===== config.mk =====
export PLATFORM = sky130hd
export DESIGN_NAME = lcdx_ctrl
export DESIGN_NICKNAME = d
export VERILOG_FILES = /design/src/hdl/lcdx_pkg.sv /design/src/hdl/lcdx_ctrl.sv
export SDC_FILE = /design/constraint.sdc
export NUM_CORES = 1
export LEC_CHECK = 0
export ABC_AREA = 1
export ABC_CLOCK_PERIOD_IN_PS = 1710
export BUFFER_PORTS_ARGS = -buffer_cell sky130_fd_sc_hd__buf_2
export CAP_MARGIN = 40
export CORE_MARGIN = 2
export CORE_UTILIZATION = 49
export CTS_CLUSTER_SIZE = 16
export DETAILED_ROUTE_END_ITERATION = 6
export PLACE_DENSITY_LB_ADDON = 0.05
export SKIP_CTS_REPAIR_TIMING = 1
export SYNTH_ARGS = -nofsm -noshare
export SYNTH_HDL_FRONTEND = slang
export SYNTH_SLANG_ARGS = --single-unit

===== constraint.sdc =====
create_clock -name sys_clk -period 1.71 [get_ports sys_clk]
set_input_delay 0.171 -clock sys_clk [delete_from_list [all_inputs] [get_ports sys_clk]]
set_output_delay 0.171 -clock sys_clk [all_outputs]
set_load 0.005 [all_outputs]

===== src/hdl/lcdx_pkg.sv =====
// shared constants and types for the lcd power-mode and segment-expansion block
package lcdx_pkg;
  // device power state as the power manager reports it
  typedef enum logic [2:0] {
    PM_RESET  = 3'h0,
    PM_ACTIVE = 3'h1,
    PM_SLEEP  = 3'h2,
    PM_WATCH  = 3'h3,
    PM_SUBACT = 3'h4,
    PM_SUBSLP = 3'h5,
    PM_STANDBY= 3'h6
  } lcdx_pmode_e;

  // expansion engine states, one-hot
  typedef enum logic [2:0] {
    ST_IDLE  = 3'h1,
    ST_SHIFT = 3'h2,
    ST_LATCH = 3'h4
  } lcdx_state_e;

  // one bundle per expansion pin group: values or enables
  typedef struct packed {
    logic latch_clk;
    logic shift_clk;
    logic ac_phase;
    logic ser_data;
  } lcdx_exp_s;

  // frame clock select layout: bit 3 picks the subclock
  localparam int unsigned FCS_SUB_BIT  = 3;
  localparam int unsigned FCS_DIV_LSB  = 0;
  localparam logic [1:0]  SUB_DIV_1    = 2'h0;
  localparam logic [1:0]  SUB_DIV_2    = 2'h1;
  localparam logic [1:0]  SUB_DIV_4    = 2'h2;
  // segment select codes that allow expansion
  localparam logic [3:0]  SGS_EXP_A    = 4'h0;
  localparam logic [3:0]  SGS_EXP_B    = 4'h1;
  // reset values and system divider width
  localparam logic [2:0]  SUB_SYNC_RST = 3'h0;
  localparam logic [7:0]  DIV_CNT_RST  = 8'h00;
  localparam int unsigned SYS_DIV_W    = 8;
endpackage


===== src/hdl/lcdx_ctrl.sv =====
// lcd controller power-mode gating and serial segment-expansion driver
`timescale 1ns/100ps
`default_nettype none
// Contract
// - sub-clock modes run display only on subclock source
// - run bit clear keeps display stopped always
// - run bit set: display runs in active/sleep, and in sub modes on subclock source
// - standby blocks subclock delivery to display
// - standby forces lcd drive supply off
// - module standby stops controller clock, halts display
// - serial data from segment one; low pins ports
// - run clear freezes clocks, phase low, data held
// - standby floats all expansion pins
// - drive level from data and phase together
module lcdx_ctrl #(
  parameter int unsigned SER_BITS = 80,  // bits per expansion frame
  parameter int unsigned ADDR_W   = 7    // display ram bit address width
) (
  input  wire logic                     sys_clk,
  input  wire logic                     nrst,
  input  wire lcdx_pkg::lcdx_pmode_e    power_mode,
  input  wire logic                     module_standby,
  input  wire logic                     display_run_bit,
  input  wire logic [3:0]               frame_clock_select,
  input  wire logic                     drive_supply_switch_bit,
  input  wire logic                     expansion_select_bit,
  input  wire logic [3:0]               segment_pin_select_field,
  input  wire logic                     sub_clk_pin,
  input  wire logic                     ram_bit,
  output logic [ADDR_W-1:0]             ram_addr,
  output lcdx_pkg::lcdx_exp_s           exp_out,
  output lcdx_pkg::lcdx_exp_s           exp_oe,
  output logic [1:0]                    seg_level_code,
  output logic                          drive_supply_on,
  output logic                          lower_seg_port_mode,
  output logic                          display_running
);

  // sys divider limit for frame_clock_select[2:0]
  function automatic logic [7:0] sys_limit(input logic [2:0] sel);
    sys_limit = 8'((9'h001 << sel) - 9'h001);
  endfunction

  // subclock synchroniser: three stages, filtered level
  logic [2:0] sub_sync_r;      // s0 feeds s1 only
  logic       sub_lvl_r;       // agreed subclock level
  logic [7:0] sys_cnt_r;       // system clock prescaler
  logic [1:0] sub_cnt_r;       // subclock divider
  lcdx_pkg::lcdx_state_e state_r;
  lcdx_pkg::lcdx_state_e state_nxt;
  logic [ADDR_W-1:0] bit_cnt_r;  // next bit to send
  logic       shift_r;
  logic       latch_r;
  logic       phase_r;
  logic       data_r;
  logic       running_r;
  logic       oe_r;
  logic       supply_r;
  logic       port_r;
  logic [1:0] level_r;

  // decode of source, mode and availability
  wire use_sub   = frame_clock_select[lcdx_pkg::FCS_SUB_BIT];
  wire [1:0] sub_div = frame_clock_select[lcdx_pkg::FCS_DIV_LSB +: 2];
  wire is_standby = (power_mode == lcdx_pkg::PM_STANDBY);
  wire sys_runs  = (power_mode == lcdx_pkg::PM_ACTIVE) ||
                   (power_mode == lcdx_pkg::PM_SLEEP);
  wire sub_mode  = (power_mode == lcdx_pkg::PM_WATCH) ||
                   (power_mode == lcdx_pkg::PM_SUBACT) ||
                   (power_mode == lcdx_pkg::PM_SUBSLP);
  // subclock reaches us in all but standby and reset
  wire sub_avail = sys_runs || sub_mode;
  // without system clock only the subclock source survives
  wire clk_avail = use_sub ? sub_avail : sys_runs;
  // module standby kills the controller clock outright
  wire run_ok    = display_run_bit && clk_avail && !module_standby;
  wire exp_mode  = expansion_select_bit &&
                   ((segment_pin_select_field == lcdx_pkg::SGS_EXP_A) ||
                    (segment_pin_select_field == lcdx_pkg::SGS_EXP_B));

  // subclock edge only once stages two and three agree
  wire sub_agree = (sub_sync_r[1] == sub_sync_r[2]);
  wire sub_rise  = sub_agree && sub_sync_r[2] && !sub_lvl_r;
  wire sub_last  = (sub_div == lcdx_pkg::SUB_DIV_4) ? (sub_cnt_r == 2'h3) :
                   (sub_div == lcdx_pkg::SUB_DIV_2) ? (sub_cnt_r[0]) : 1'b1;
  wire sub_tick  = sub_rise && sub_last;
  wire sys_tick  = (sys_cnt_r == sys_limit(frame_clock_select[2:0]));
  // every strobe edge lands on a tick except at a freeze, so only a freeze shortens a pulse
  wire tick      = run_ok && (use_sub ? sub_tick : sys_tick);
  wire last_bit  = (bit_cnt_r == ADDR_W'(SER_BITS - 1));

  // synchroniser and filtered level
  always_ff @(posedge sys_clk) begin
    if (!nrst) begin
      sub_sync_r <= lcdx_pkg::SUB_SYNC_RST;
      sub_lvl_r  <= 1'b0;
    end else begin
      sub_sync_r <= {sub_sync_r[1:0], sub_clk_pin};
      if (sub_agree)
        sub_lvl_r <= sub_sync_r[2];
    end
  end

  // dividers; held at zero while stopped so restart is clean
  always_ff @(posedge sys_clk) begin
    if (!nrst || !run_ok) begin
      sys_cnt_r <= lcdx_pkg::DIV_CNT_RST;
      sub_cnt_r <= 2'h0;
    end else begin
      sys_cnt_r <= sys_tick ? lcdx_pkg::DIV_CNT_RST : sys_cnt_r + 8'h01;
      if (sub_rise)
        sub_cnt_r <= sub_cnt_r + 2'h1;
    end
  end

  // next-state choice for the expansion engine
  always_comb begin
    state_nxt = state_r;
    case (state_r)
      lcdx_pkg::ST_IDLE: begin
        if (run_ok && exp_mode)
          state_nxt = lcdx_pkg::ST_SHIFT;
      end
      lcdx_pkg::ST_SHIFT: begin
        if (tick && shift_r && last_bit)
          state_nxt = lcdx_pkg::ST_LATCH;
      end
      lcdx_pkg::ST_LATCH: begin
        if (tick && latch_r)
          state_nxt = lcdx_pkg::ST_SHIFT;
      end
      default: state_nxt = lcdx_pkg::ST_IDLE;
    endcase
    if (!run_ok || !exp_mode)
      state_nxt = lcdx_pkg::ST_IDLE;
  end

  // serial engine: data set on the same edge the shift rises, taken on that rise
  always_ff @(posedge sys_clk) begin
    if (!nrst) begin
      state_r   <= lcdx_pkg::ST_IDLE;
      bit_cnt_r <= '0;
      shift_r   <= 1'b0;
      latch_r   <= 1'b0;
      phase_r   <= 1'b0;
      data_r    <= 1'b0;
    end else begin
      state_r <= state_nxt;
      if (!run_ok || !exp_mode) begin
        // freeze: clocks and phase low, data line left as is
        shift_r   <= 1'b0;
        latch_r   <= 1'b0;
        phase_r   <= 1'b0;
        bit_cnt_r <= '0;
      end else if (tick && state_r == lcdx_pkg::ST_SHIFT) begin
        if (!shift_r) begin
          data_r  <= ram_bit;
          shift_r <= 1'b1;
        end else begin
          shift_r   <= 1'b0;
          bit_cnt_r <= last_bit ? '0 : bit_cnt_r + ADDR_W'(1);
        end
      end else if (tick && state_r == lcdx_pkg::ST_LATCH) begin
        latch_r <= !latch_r;
        // frame boundary flips the ac phase
        if (latch_r)
          phase_r <= !phase_r;
      end
    end
  end

  // pin and status registers
  always_ff @(posedge sys_clk) begin
    if (!nrst) begin
      running_r <= 1'b0;
      oe_r      <= 1'b0;
      supply_r  <= 1'b0;
      port_r    <= 1'b0;
      level_r   <= 2'h0;
    end else begin
      running_r <= run_ok;
      oe_r      <= exp_mode && !is_standby;
      supply_r  <= drive_supply_switch_bit && !is_standby;
      port_r    <= exp_mode;
      level_r   <= {data_r, phase_r};
    end
  end

  // outputs
  assign ram_addr            = bit_cnt_r;
  assign exp_out             = '{latch_clk: latch_r, shift_clk: shift_r,
                                 ac_phase: phase_r, ser_data: data_r};
  assign exp_oe              = '{latch_clk: oe_r, shift_clk: oe_r,
                                 ac_phase: oe_r, ser_data: oe_r};
  assign seg_level_code      = level_r;
  assign drive_supply_on     = supply_r;
  assign lower_seg_port_mode = port_r;
  assign display_running     = running_r;
endmodule
`default_nettype wire


# Yosys cells after proc, flatten, opt, wreduce, memory -nomap -nowiden
# Cells that the tools add are included.
# totals
out_inout_bits	20
register_bits	34
inputBits	19
wordCells	91
# classes
shifts	1
n_mux	10
bitwise	4
n_eq_ne	19
n_addsub	4
reduce_logical	38
# op_table
op	count
1-bit logical AND	15
3-bit equality test, second input constant	4
3-bit by 2-bit equality test with 1-bit output, second input constant	3
3-bit 2-to-1 mux	3
3-bit one-hot mux with 3 select lines	1
3-bit AND reduction	3
8-bit by 1-bit adder with 8-bit output, second input constant	1
8-bit equality test	1
1-bit logical NOT	8
1-bit by 3-bit << shifter with 8-bit output, first input constant	1
8-bit by 1-bit subtractor with 8-bit output, second input constant	1
7-bit by 1-bit adder with 7-bit output, second input constant	1
7-bit equality test, second input constant	1
1-bit logical OR	7
7-bit 2-to-1 mux	1
3-bit by 1-bit equality test with 1-bit output, second input constant	2
2-bit inequality test, second input constant	3
1-bit 2-to-1 mux	5
2-bit equality test, second input constant	2
4-bit by 1-bit equality test with 1-bit output, second input constant	1
4-bit logical NOT	1
1-bit NOT	4
2-bit AND reduction	2
2-bit OR reduction	2
3 further kinds	3

# Longest topological paths before layout
# Gate-level depths: netlist of the first run.
# logic_depth
word_depth	12
depth_mapped	19
mapped_depth_nobuf	18

# Least setup slack after synthesis of the first run
# Ideal clock, no wire load.
# synth_path
kind	input to register
from	input frame_clock_select[1]
to	register bit_cnt_r[3] (netlist: ram_addr[3])
cell_stages	15
slack_ns	-0.134
setup_time_ns	0.122
required_ns	1.588
n_path_buf	1
arrival_ns	1.722
cell_sequence	buf_6 -> nor2_4 -> nand2_2 -> ha_1 -> nand2_1 -> nand3_1 -> nor2_1 -> nand2_1 -> nor2_1 -> nand3_2 -> nand2_4 -> nand4_4 -> nand2_2 -> nand2_2 -> a21boi_1
# synth_via
elab_chain_cells	8
word_cells_on_any_way	12
cone_classes	1 x add/sub; 3 x eq/ne; 1 x shift; 3 x mux; 4 x reduce/logical
# synth_rtl
item	line	source
from (decl)	lcdx_ctrl.sv:24	input wire logic [3:0] frame_clock_select,
parallel branches: the longest is 4 deep, another holds 8-bit by 1-bit subtractor with 8-bit output	--	
1-bit 2-to-1 mux (*)	lcdx_ctrl.sv:89	wire tick = run_ok && (use_sub ? sub_tick : sys_tick);
1-bit logical AND (*)	lcdx_ctrl.sv:89	
1-bit logical AND (*)	lcdx_ctrl.sv:155	end else if (tick && state_r == lcdx_pkg::ST_SHIFT) begin
2-bit AND reduction (no source line) (*)	--	
to (signal assigned)	lcdx_ctrl.sv:161	bit_cnt_r <= last_bit ? '0 : bit_cnt_r + ADDR_W'(1);
to (decl)	lcdx_ctrl.sv:51	logic [ADDR_W-1:0] bit_cnt_r;
# Every way passes the cells marked *.
# A chain may end at the register's enable or synchronous reset.

# Worst setup path after layout of the first run
# layout_path
from	register sub_sync_r[1]
to	register bit_cnt_r[3] (netlist: ram_addr[3])
# layout_via
elab_chain_cells	8
# layout_rtl
item	line	source
from (decl)	lcdx_ctrl.sv:45	logic [2:0] sub_sync_r;
from (signal assigned)	lcdx_ctrl.sv:95	sub_sync_r <= lcdx_pkg::SUB_SYNC_RST;
from (signal assigned)	lcdx_ctrl.sv:98	sub_sync_r <= {sub_sync_r[1:0], sub_clk_pin};
1-bit equality test	lcdx_ctrl.sv:82	wire sub_agree = (sub_sync_r[1] == sub_sync_r[2]);
1-bit logical AND (2 in a row)	lcdx_ctrl.sv:83	wire sub_rise = sub_agree && sub_sync_r[2] && !sub_lvl_r;
1-bit logical AND	lcdx_ctrl.sv:86	wire sub_tick = sub_rise && sub_last;
1-bit 2-to-1 mux	lcdx_ctrl.sv:89	
1-bit logical AND	lcdx_ctrl.sv:89	
1-bit logical AND	lcdx_ctrl.sv:155	
2-bit AND reduction (no source line)	--	
# No other way between the ends.

==> results of run 1 <==
==> sequential cells by signal (all words and copies together) (netlist names) <==
| name | count |
|---|---|
| display_running | 1 |
| seg_level_code | 2 |
| sub_lvl_r | 1 |
| data_r | 1 |
| state_r | 3 |
| ram_addr | 7 |
| phase_r | 1 |
| lower_seg_port_mode | 1 |
| shift_r | 1 |
| sys_cnt_r | 8 |
| sub_sync_r | 3 |
| oe_r | 1 |
| latch_r | 1 |
| drive_supply_on | 1 |
| sub_cnt_r | 2 |
==> worst register-to-register path, cell delays in order (launching register included) <==
cell      delay, ns
dfxtp_2        0.33
ha_1           0.15
inv_2          0.05
nor2_4         0.09
o211ai_1       0.14
a21oi_2        0.31
nand4_4        0.22
nand2_4        0.15
nand2_4        0.07
a21boi_1       0.12
==> cell usage in the layout, fill, tap and decap left out, types with 6 or more instances in the layout <==
cell / count
nor2_1: 33
inv_2: 7
clkbuf_8: 6
buf_4: 16
buf_2: 36
nand2_1: 59
inv_1: 37
a21oi_1: 12
dfxtp_1: 30
nand3_1: 15
==> layout make-up <==
type	instances	area, um^2	share of cell area
Clock buffer	6	82.6	0.0362
Tap cell	48	60.1	0.0263
Timing Repair Buffer	53	312	0.137
Clock inverter	2	12.5	0.00548
Sequential cell	34	686	0.300
Multi-Input combinational cell	174	958	0.420
Inverter	45	171	0.0751
==> power groups by stage <==
stage / Sequential [mW] / Clock [mW] / Combinational, mW
floorplan: 0.821 / 0 / 0.0868
global placement: 0.821 / 0 / 0.133
detailed placement: 0.822 / 0 / 0.134
CTS: 0.803 / 0.644 / 0.135
global route: 0.804 / 0.671 / 0.156
finish: 0.804 / 0.625 / 0.138
==> worst paths after layout <==
path / slack, ns / to / cells past startpoint / from
setup / recovery: -0.04 / ram_addr[3]$_SDFFE_PP0P_ / 9 / sub_sync_r[1]$_SDFF_PN0_
hold / removal: 0.07 / sub_sync_r[0]$_SDFF_PN0_ / 3 / sub_clk_pin
setup reg to reg: -0.04 / ram_addr[3]$_SDFFE_PP0P_ / 9 / sub_sync_r[1]$_SDFF_PN0_
hold reg to reg: 0.41 / sub_sync_r[1]$_SDFF_PN0_ / 2 / sub_sync_r[0]$_SDFF_PN0_
==> logic make-up after synthesis <==
group	share of synthesized area
flip-flops	0.370
XOR/XNOR	0.0238
AND/OR/NAND/NOR	0.340
AO/OA/AOI/OAI	0.0926
adder cells (fa/ha/maj)	0.0340
buffers and inverters	0.139
==> metrics by stage <==
| step | area [um^2] | hold WS, ns | setup TNS [ns] | worst slack, ns |
|---|---|---|---|---|
| 2_1_floorplan | 1860 | 0.262 | -0.836 | -0.115 |
| 3_3_place_gp | 2110 | 0.359 | -2.55 | -0.226 |
| 3_5_place_dp | 2110 | 0.371 | -2.90 | -0.256 |
| 4_1_cts | 2210 | 0.0670 | -0.899 | -0.116 |
| 5_1_grt | 2280 | 0.0725 | -1.18 | -0.128 |
| 6_report | 2280 | 0.0721 | -0.170 | -0.0380 |
==> per-layer routing <==
layer,up-vias,wire length [um],part of all wire,GRT usage
li1,917,-,-,-
met3,6,144,0.041,0.0514
met2,29,1630,0.46,0.283
met4,0,42,0.012,0.0547
met1,744,1720,0.49,0.221
met5,-,0,0,0
==> flow_summary.json, run 1 <==
{
  "status": "finished, violations left",
  "violations": "setup timing",
  "clock_power_share": 0.399,
  "final_antenna_net_count": 0,
  "fmax_mhz": 572,
  "cts_tree": "built",
  "cts_buffers": 5,
  "initial_core_util": 0.506,
  "sw_frac_of_total": 0.242,
  "syn-num-nets": 288,
  "ios": 39,
  "slew_viol_final": 0,
  "p_comb_frac": 0.088,
  "final_layout_size_suffix_gt1_frac": 0.296,
  "worst_skew_pair.late_latency_ns": 0.29,
  "hold_violations": 0,
  "ys_seq_area_frac": 0.370,
  "synth_ff_type": "dfxtp_1",
  "die_area_um2": 4260,
  "synth-async-reset-ratio": 0,
  "max-vdd-ir-drop_v": 0.000560,
  "nNetsFinal": 337,
  "overflow": 0,
  "powerDensity_nw_per_um2": 687,
  "hpwl_um": 2750,
  "grt_max_degree": 12,
  "grt_usage": 0.174,
  "max_slew_margin": 0.762,
  "grt_pass1_wl_um": 5860,
  "synth_cells": 264,
  "nFillCells": 363,
  "tightest_slew_ns": 0.354,
  "cts_sinks": 34,
  "cp_num_buf_inv": 1,
  "clk_path_buf_depth": 2,
  "internal_power_mw": 1.19,
  "final_util": 0.628,
  "p_leak_nw": 1.09,
  "cap_violations": 0,
  "io_buffers": 37,
  "crit_type": "register to register",
  "clock-skew-final_ns": 0.00256,
  "grt_pass1_vias": 1431,
  "path_delay_family": "compound AO/OA/AOI/OAI gates",
  "worst_setup_path_end_kind": "register",
  "ctsRootBufferMaster": "clkbuf_8",
  "clk_pin_slew_ns": 0.07,
  "crit_path_start_kind": "register",
  "slowest_stage": "dfxtp_2",
  "crit_chain": "ha_1 > inv_2 > nor2_4 > o211ai_1 > a21oi_2 > nand4_4 > nand2_4 > nand2_4 > a21boi_1",
  "fin_crit_sh": 1.02,
  "core_um2": 3630,
  "dr.pass1.iters": 4,
  "worstPathRequired_ns": 1.89,
  "fin_ws_ns": -0.0380,
  "syn_avg_cell_area_um2": 6.96,
  "drc": 0,
  "stdcell_count": 362,
  "core.rowCount": 22,
  "setup_viol_count_final": 7,
  "synth-seq-cells": 34,
  "antenna_found_initial": 0,
  "yosys_warnings": 0,
  "drt_iter0_drc": 72,
  "synth-edff-count": 0,
  "synth_top_area_frac": 0.370,
  "p_sw_mw": 0.380,
  "synth_cell_types": 33,
  "place_congestion": 0.786,
  "n_antenna_cell": 0,
  "syn_area_um2": 1840,
  "synth_area_leaders": "dfxtp_1, nand2_1, inv_1",
  "vias_per_cell": 4.69,
  "synth.most_common_cell": "nand2_1",
  "place_inst": 351,
  "path_max_fanout": 6,
  "die_h_um": 65.2,
  "hold_class": "input port to register",
  "synth_area_leader_cell": "dfxtp_1",
  "total_power_mw": 1.57,
  "avgRoutedWirePerCell_um": 9.79,
  "fp.dieW_um": 65.2,
  "seqPwrFrac": 0.513,
  "synth.top_cells.by_count": "nand2_1, inv_1, dfxtp_1, nor2_1, nand3_1",
  "wl_um": 3540,
  "max_stage_delay_ns": 0.33,
  "crit_path_frequent_cell": "nand2_4",
  "area_growth_pct": 24.2,
  "htree_num_levels": 2,
  "rsz0062_at_grt": "true",
  "min_period_ns": 1.75,
  "crit_arrival_ns": 1.93,
  "vias": 1696
}
No activity file was read; power rests on OpenSTA's default activity.
==> run 2: changes to the inputs <==
Settings changed: CORE_MARGIN 2 to unset.
==> flow_summary.json, run 2 (synthesized netlist as in run 1, its figures left out) <==
{
  "status": "completed",
  "io_buffers": 37,
  "powerDensity_nw_per_um2": 708,
  "final_area_um2": 2310,
  "pre_cts_ws_ns": -0.246,
  "hpwl_um": 2650,
  "whs_path_depth": 3,
  "p_comb_frac": 0.086,
  "crit_type": "register to register",
  "final_common_cell": "nand2_1",
  "fin_crit_sh": 0.987,
  "max_slew_margin": 0.692,
  "place_inst": 349,
  "final_layout_size_suffix_gt1_frac": 0.304,
  "worstPathRequired_ns": 1.88,
  "fin_ws_ns": 0.0229,
  "ios": 39,
  "avgRoutedWirePerCell_um": 9.73,
  "rrSetupSlack_ns": 0.02,
  "crit_path_start_kind": "register",
  "seqPwrFrac": 0.492,
  "antenna_found_initial": 0,
  "drt_iter0_drc": 57,
  "grt_pass1_vias": 1458,
  "internal_power_mw": 1.27,
  "fp.dieW_um": 63.2,
  "path_max_fanout": 6,
  "initial_core_util": 0.530,
  "slew_viol_final": 0,
  "vias_per_cell": 4.71,
  "ff2ff_path_depth": 9,
  "rsz0062_at_grt": "true",
  "tightest_slew_ns": 0.460,
  "max-vdd-ir-drop_v": 0.000545,
  "setup_viol_count_final": 0,
  "clock-skew-final_ns": 0.00392,
  "grt_pass1_wl_um": 6030,
  "die_h_um": 63.2,
  "clk_pin_slew_ns": 0.07,
  "core.rowCount": 21,
  "slowest_stage": "dfxtp_2",
  "cts_buffers": 5,
  "core_um2": 3470,
  "drc": 0,
  "crit_start": "sub_sync_r[2]$_SDFF_PN0_",
  "max_stage_delay_ns": 0.35,
  "hold_violations": 0,
  "nNetsFinal": 335,
  "clk_path_buf_depth": 2,
  "dpl_cell_area_um2": 2110,
  "dr.pass1.iters": 4,
  "n_antenna_cell": 0,
  "worst_setup_path_end_kind": "register",
  "setup_tns_ns": 0,
  "min_period_ns": 1.69,
  "htree_num_levels": 2,
  "crit_chain": "ha_4 > inv_2 > nor2_4 > o211ai_1 > a21oi_2 > nand4_4 > nand2_4 > nand2_4 > a21boi_1",
  "final_antenna_net_count": 0,
  "crit_arrival_ns": 1.86,
  "grt_max_degree": 11,
  "grt_usage": 0.189,
  "hold_class": "input port to register",
  "place_congestion": 0.854,
  "cts_sinks": 34,
  "die_area_um2": 4000,
  "fmax_mhz": 593,
  "overflow": 0,
  "stdcell_count": 358,
  "regMostFlops": "sys_cnt_r",
  "worst_skew_pair.late_latency_ns": 0.28,
  "p_leak_nw": 1.08,
  "hold_end": "sub_sync_r[0]$_SDFF_PN0_",
  "hold-worst-slack_ns": 0.0682,
  "cp_num_buf_inv": 1,
  "vias": 1685,
  "clock_power_share": 0.422,
  "path_delay_family": "simple AND/OR/NAND/NOR gates",
  "worstReg2RegEnd": "ram_addr[3]$_SDFFE_PP0P_",
  "min_from": "sub_clk_pin",
  "cts_tree": "built",
  "ctsRootBufferMaster": "clkbuf_8",
  "largest_reg_flops": 8,
  "cap_violations": 0,
  "p_sw_mw": 0.362,
  "rr_startpoint": "sub_sync_r[2]$_SDFF_PN0_",
  "sw_frac_of_total": 0.221,
  "area_growth_pct": 25.6,
  "crit_path_frequent_cell": "nand2_4",
  "final_cell_mix": "nand2_1, inv_1, buf_2",
  "wl_um": 3480
}
==> run 2: cell count changes in the layout (fill, tap and decap cells not counted), sizes merged <==
cell,before,now
clkbuf,6,8
clkinv,1,0
clkinvlp,1,0
buf,53,51
==> run 2: how the worst max path moves through the flow <==
stage                                          end  slack, ns  cells after the start
after detailed placement  ram_addr[3]$_SDFFE_PP0P_      -0.25                     16
final                     ram_addr[3]$_SDFFE_PP0P_       0.02                      9
after global routing       state_r[2]$_SDFFE_PP0P_      -0.13                     10
after global placement    ram_addr[1]$_SDFFE_PP0P_      -0.21                     17
after floorplan           ram_addr[3]$_SDFFE_PP0P_      -0.11                     16
after CTS                 ram_addr[3]$_SDFFE_PP0P_      -0.11                      9
==> run 2: area by class of cell <==
| class | count | area [um^2] |
|---|---|---|
| clock buffer | 8 | 110 |
| tap | 46 | 57.6 |
| fill | 306 | 1160 |
| timing repair buffer | 51 | 313 |
| multi-input combinational | 174 | 968 |
| inverter | 45 | 171 |
| sequential | 34 | 688 |
==> run 2: metrics by stage <==
stage / power (mW) / utilization
3_5_place_dp: 0.955 / 0.608
3_3_place_gp: 0.954 / 0.608
5_1_grt: 1.71 / 0.666
4_1_cts: 1.65 / 0.640
6_report: 1.64 / 0.666
2_1_floorplan: 0.908 / -
==> run 2: power groups by stage <==
stage | sequential [mW] | combinational [mW] | clock (mW)
floorplan | 0.821 | 0.0868 | 0
global placement | 0.821 | 0.133 | 0
detailed placement | 0.821 | 0.134 | 0
CTS | 0.803 | 0.135 | 0.708
global route | 0.805 | 0.159 | 0.750
finish | 0.805 | 0.140 | 0.690
==> run 2: worst min-delay path: stages <==
cell and delay [ns]:
buf_2 0.07, nand2_1 0.04, inv_1 0.04
==> run 2: routing by layer <==
metal	GRT usage	wire (um)	up-vias
met3	0.0507	133	7
met1	0.239	1700	735
met2	0.304	1600	28
met5	0	0	-
met4	0.0767	53	0
li1	-	-	915
==> run 3: changes to the inputs <==
Settings changed: CELL_PAD_IN_SITES_DETAIL_PLACEMENT set to 1, CELL_PAD_IN_SITES_GLOBAL_PLACEMENT set to 2, CORE_UTILIZATION 49 to 26.
==> flow_summary.json, run 3 (synthesized netlist as in run 1, its figures left out) <==
{
  "status": "finished, violations left",
  "violations": "setup timing",
  "slowest_stage": "ha_4",
  "cap_violations": 0,
  "htree_num_levels": 2,
  "cts_sinks": 34,
  "p_leak_nw": 1.14,
  "wl_um": 4670,
  "hold_class": "input port to register",
  "overflow": 0,
  "initial_core_util": 0.271,
  "fmax_mhz": 575,
  "grt_usage": 0.134,
  "min_from": "sub_clk_pin",
  "fin_crit_sh": 1.02,
  "cts_buffers": 5,
  "whs_path_depth": 3,
  "die_h_um": 86.1,
  "sw_frac_of_total": 0.253,
  "clk_path_buf_depth": 2,
  "final_cell_mix": "nand2_1, inv_1, buf_2",
  "hold-worst-slack_ns": 0.0670,
  "regMostFlops": "sys_cnt_r",
  "rrSetupSlack_ns": -0.02,
  "max-vdd-ir-drop_v": 0.000336,
  "grt_pass1_wl_um": 7760,
  "routed-wl-met3_um": 154,
  "worst_setup_path_end_kind": "register",
  "final_antenna_net_count": 0,
  "n_antenna_cell": 0,
  "hold_end": "sub_sync_r[0]$_SDFF_PN0_",
  "vias_per_cell": 4.18,
  "pre_cts_ws_ns": -0.333,
  "grt_max_degree": 12,
  "avgRoutedWirePerCell_um": 11.1,
  "wl_met1_um": 2300,
  "fin_ws_ns": -0.0301,
  "die_area_um2": 7410,
  "min_period_ns": 1.74,
  "crit_path_frequent_cell": "nand2_4",
  "hold_violations": 0,
  "drc": 0,
  "place_congestion": 0.750,
  "clock_power_share": 0.402,
  "fp.dieW_um": 86.1,
  "max_slew_margin": 0.776,
  "grt_pass1_vias": 1707,
  "ios": 39,
  "setup_viol_count_final": 1,
  "total_power_mw": 1.60,
  "worstReg2RegEnd": "ram_addr[3]$_SDFFE_PP0P_",
  "ctsRootBufferMaster": "clkbuf_8",
  "antenna_found_initial": 0,
  "dpl_cell_area_um2": 2270,
  "final_util": 0.365,
  "dr.max_layer_used": "met4",
  "drt_iter0_drc": 40,
  "ff2ff_path_depth": 9,
  "crit_chain": "buf_8 > nor2_4 > nand2_2 > ha_4 > inv_2 > nand2_2 > nand3_2 > nor2_1 > nand2_1 > nor2_2 > nand3_2 > nand2_4 > nand4_4 > nand2_4 > nand2_4 > a21boi_2",
  "final_area_um2": 2480,
  "p_comb_frac": 0.096,
  "met2WireLength_um": 2180,
  "crit_type": "input port to register",
  "powerDensity_nw_per_um2": 646,
  "clk_pin_slew_ns": 0.08,
  "worst_skew_pair.late_latency_ns": 0.29,
  "crit_path_start_kind": "input port",
  "internal_power_mw": 1.20,
  "dr.pass1.iters": 4,
  "core.rowCount": 30,
  "clock-skew-final_ns": 0.00831,
  "area_growth_pct": 34.8,
  "nNetsFinal": 348,
  "core_um2": 6790,
  "seqPwrFrac": 0.501,
  "largest_reg_flops": 8,
  "vias": 1760,
  "rsz0062_at_grt": "true",
  "path_max_fanout": 6,
  "hpwl_um": 3720,
  "final_layout_size_suffix_gt1_frac": 0.354,
  "tightest_slew_ns": 0.333,
  "p_sw_mw": 0.405,
  "final_common_cell": "nand2_1",
  "worstPathRequired_ns": 1.89,
  "crit_arrival_ns": 1.92,
  "nFillCells": 877,
  "io_buffers": 37,
  "max_stage_delay_ns": 0.27,
  "cts_tree": "built",
  "rr_startpoint": "sub_sync_r[1]$_SDFF_PN0_",
  "slew_viol_final": 0
}
run 3: cell count changes in the layout (fill, tap and decap cells not counted), sizes merged:
cell	before	now
clkinv	0	1
clkbuf	8	6
buf	51	64
clkinvlp	0	1
run 3: worst max path at each step:
stage	from	end	slack (ns)	depth (start not counted)
2_1_floorplan	frame_clock_select[1]	ram_addr[3]$_SDFFE_PP0P_	-0.11	16
3_3_place_gp	frame_clock_select[0]	ram_addr[1]$_SDFFE_PP0P_	-0.30	17
3_5_place_dp	frame_clock_select[0]	ram_addr[1]$_SDFFE_PP0P_	-0.33	17
4_1_cts	sub_sync_r[1]$_SDFF_PN0_	ram_addr[3]$_SDFFE_PP0P_	-0.09	9
5_1_grt	frame_clock_select[1]	ram_addr[3]$_SDFFE_PP0P_	-0.18	16
6_report	frame_clock_select[1]	ram_addr[3]$_SDFFE_PP0P_	-0.03	16
run 3: worst max-delay path, delay by kind of cell:
| family | cells | cell delay [ns] |
|---|---|---|
| and+or+nand+nor | 12 | 1.17 |
| buffers and inverters | 2 | 0.14 |
| AOI/OAI and AO/OA | 1 | 0.15 |
| adders and majority gates | 1 | 0.27 |
run 3: cell type report:
class	instances	area (um^2)	share of cell area
Timing Repair Buffer	64	404	0.163
Clock inverter	2	12.5	0.00505
Inverter	45	174	0.0702
Sequential cell	34	688	0.278
Clock buffer	6	82.6	0.0333
Tap cell	96	120	0.0485
Multi-Input combinational cell	174	996	0.402
run 3: metrics by stage:
stage / instances / TNS [ns]
floorplan: 264 / -0.836
global placement: 412 / -3.58
detailed placement: 412 / -4.30
CTS: 420 / -0.437
global route: 421 / -1.55
finish: 421 / -0.0301
run 3: power by group through the flow:
| stage | clock (mW) | combinational, mW | sequential, mW |
|---|---|---|---|
| detailed placement | 0 | 0.150 | 0.821 |
| finish | 0.644 | 0.154 | 0.803 |
| global placement | 0 | 0.150 | 0.821 |
| CTS | 0.681 | 0.151 | 0.802 |
| global route | 0.715 | 0.176 | 0.804 |
| floorplan | 0 | 0.0868 | 0.821 |
run 3: routing by layer:
metal | global-route usage | vias up
met4 | 0.0318 | 0
met1 | 0.172 | 794
met3 | 0.0414 | 4
met2 | 0.219 | 24
li1 | - | 938
met5 | 0 | -
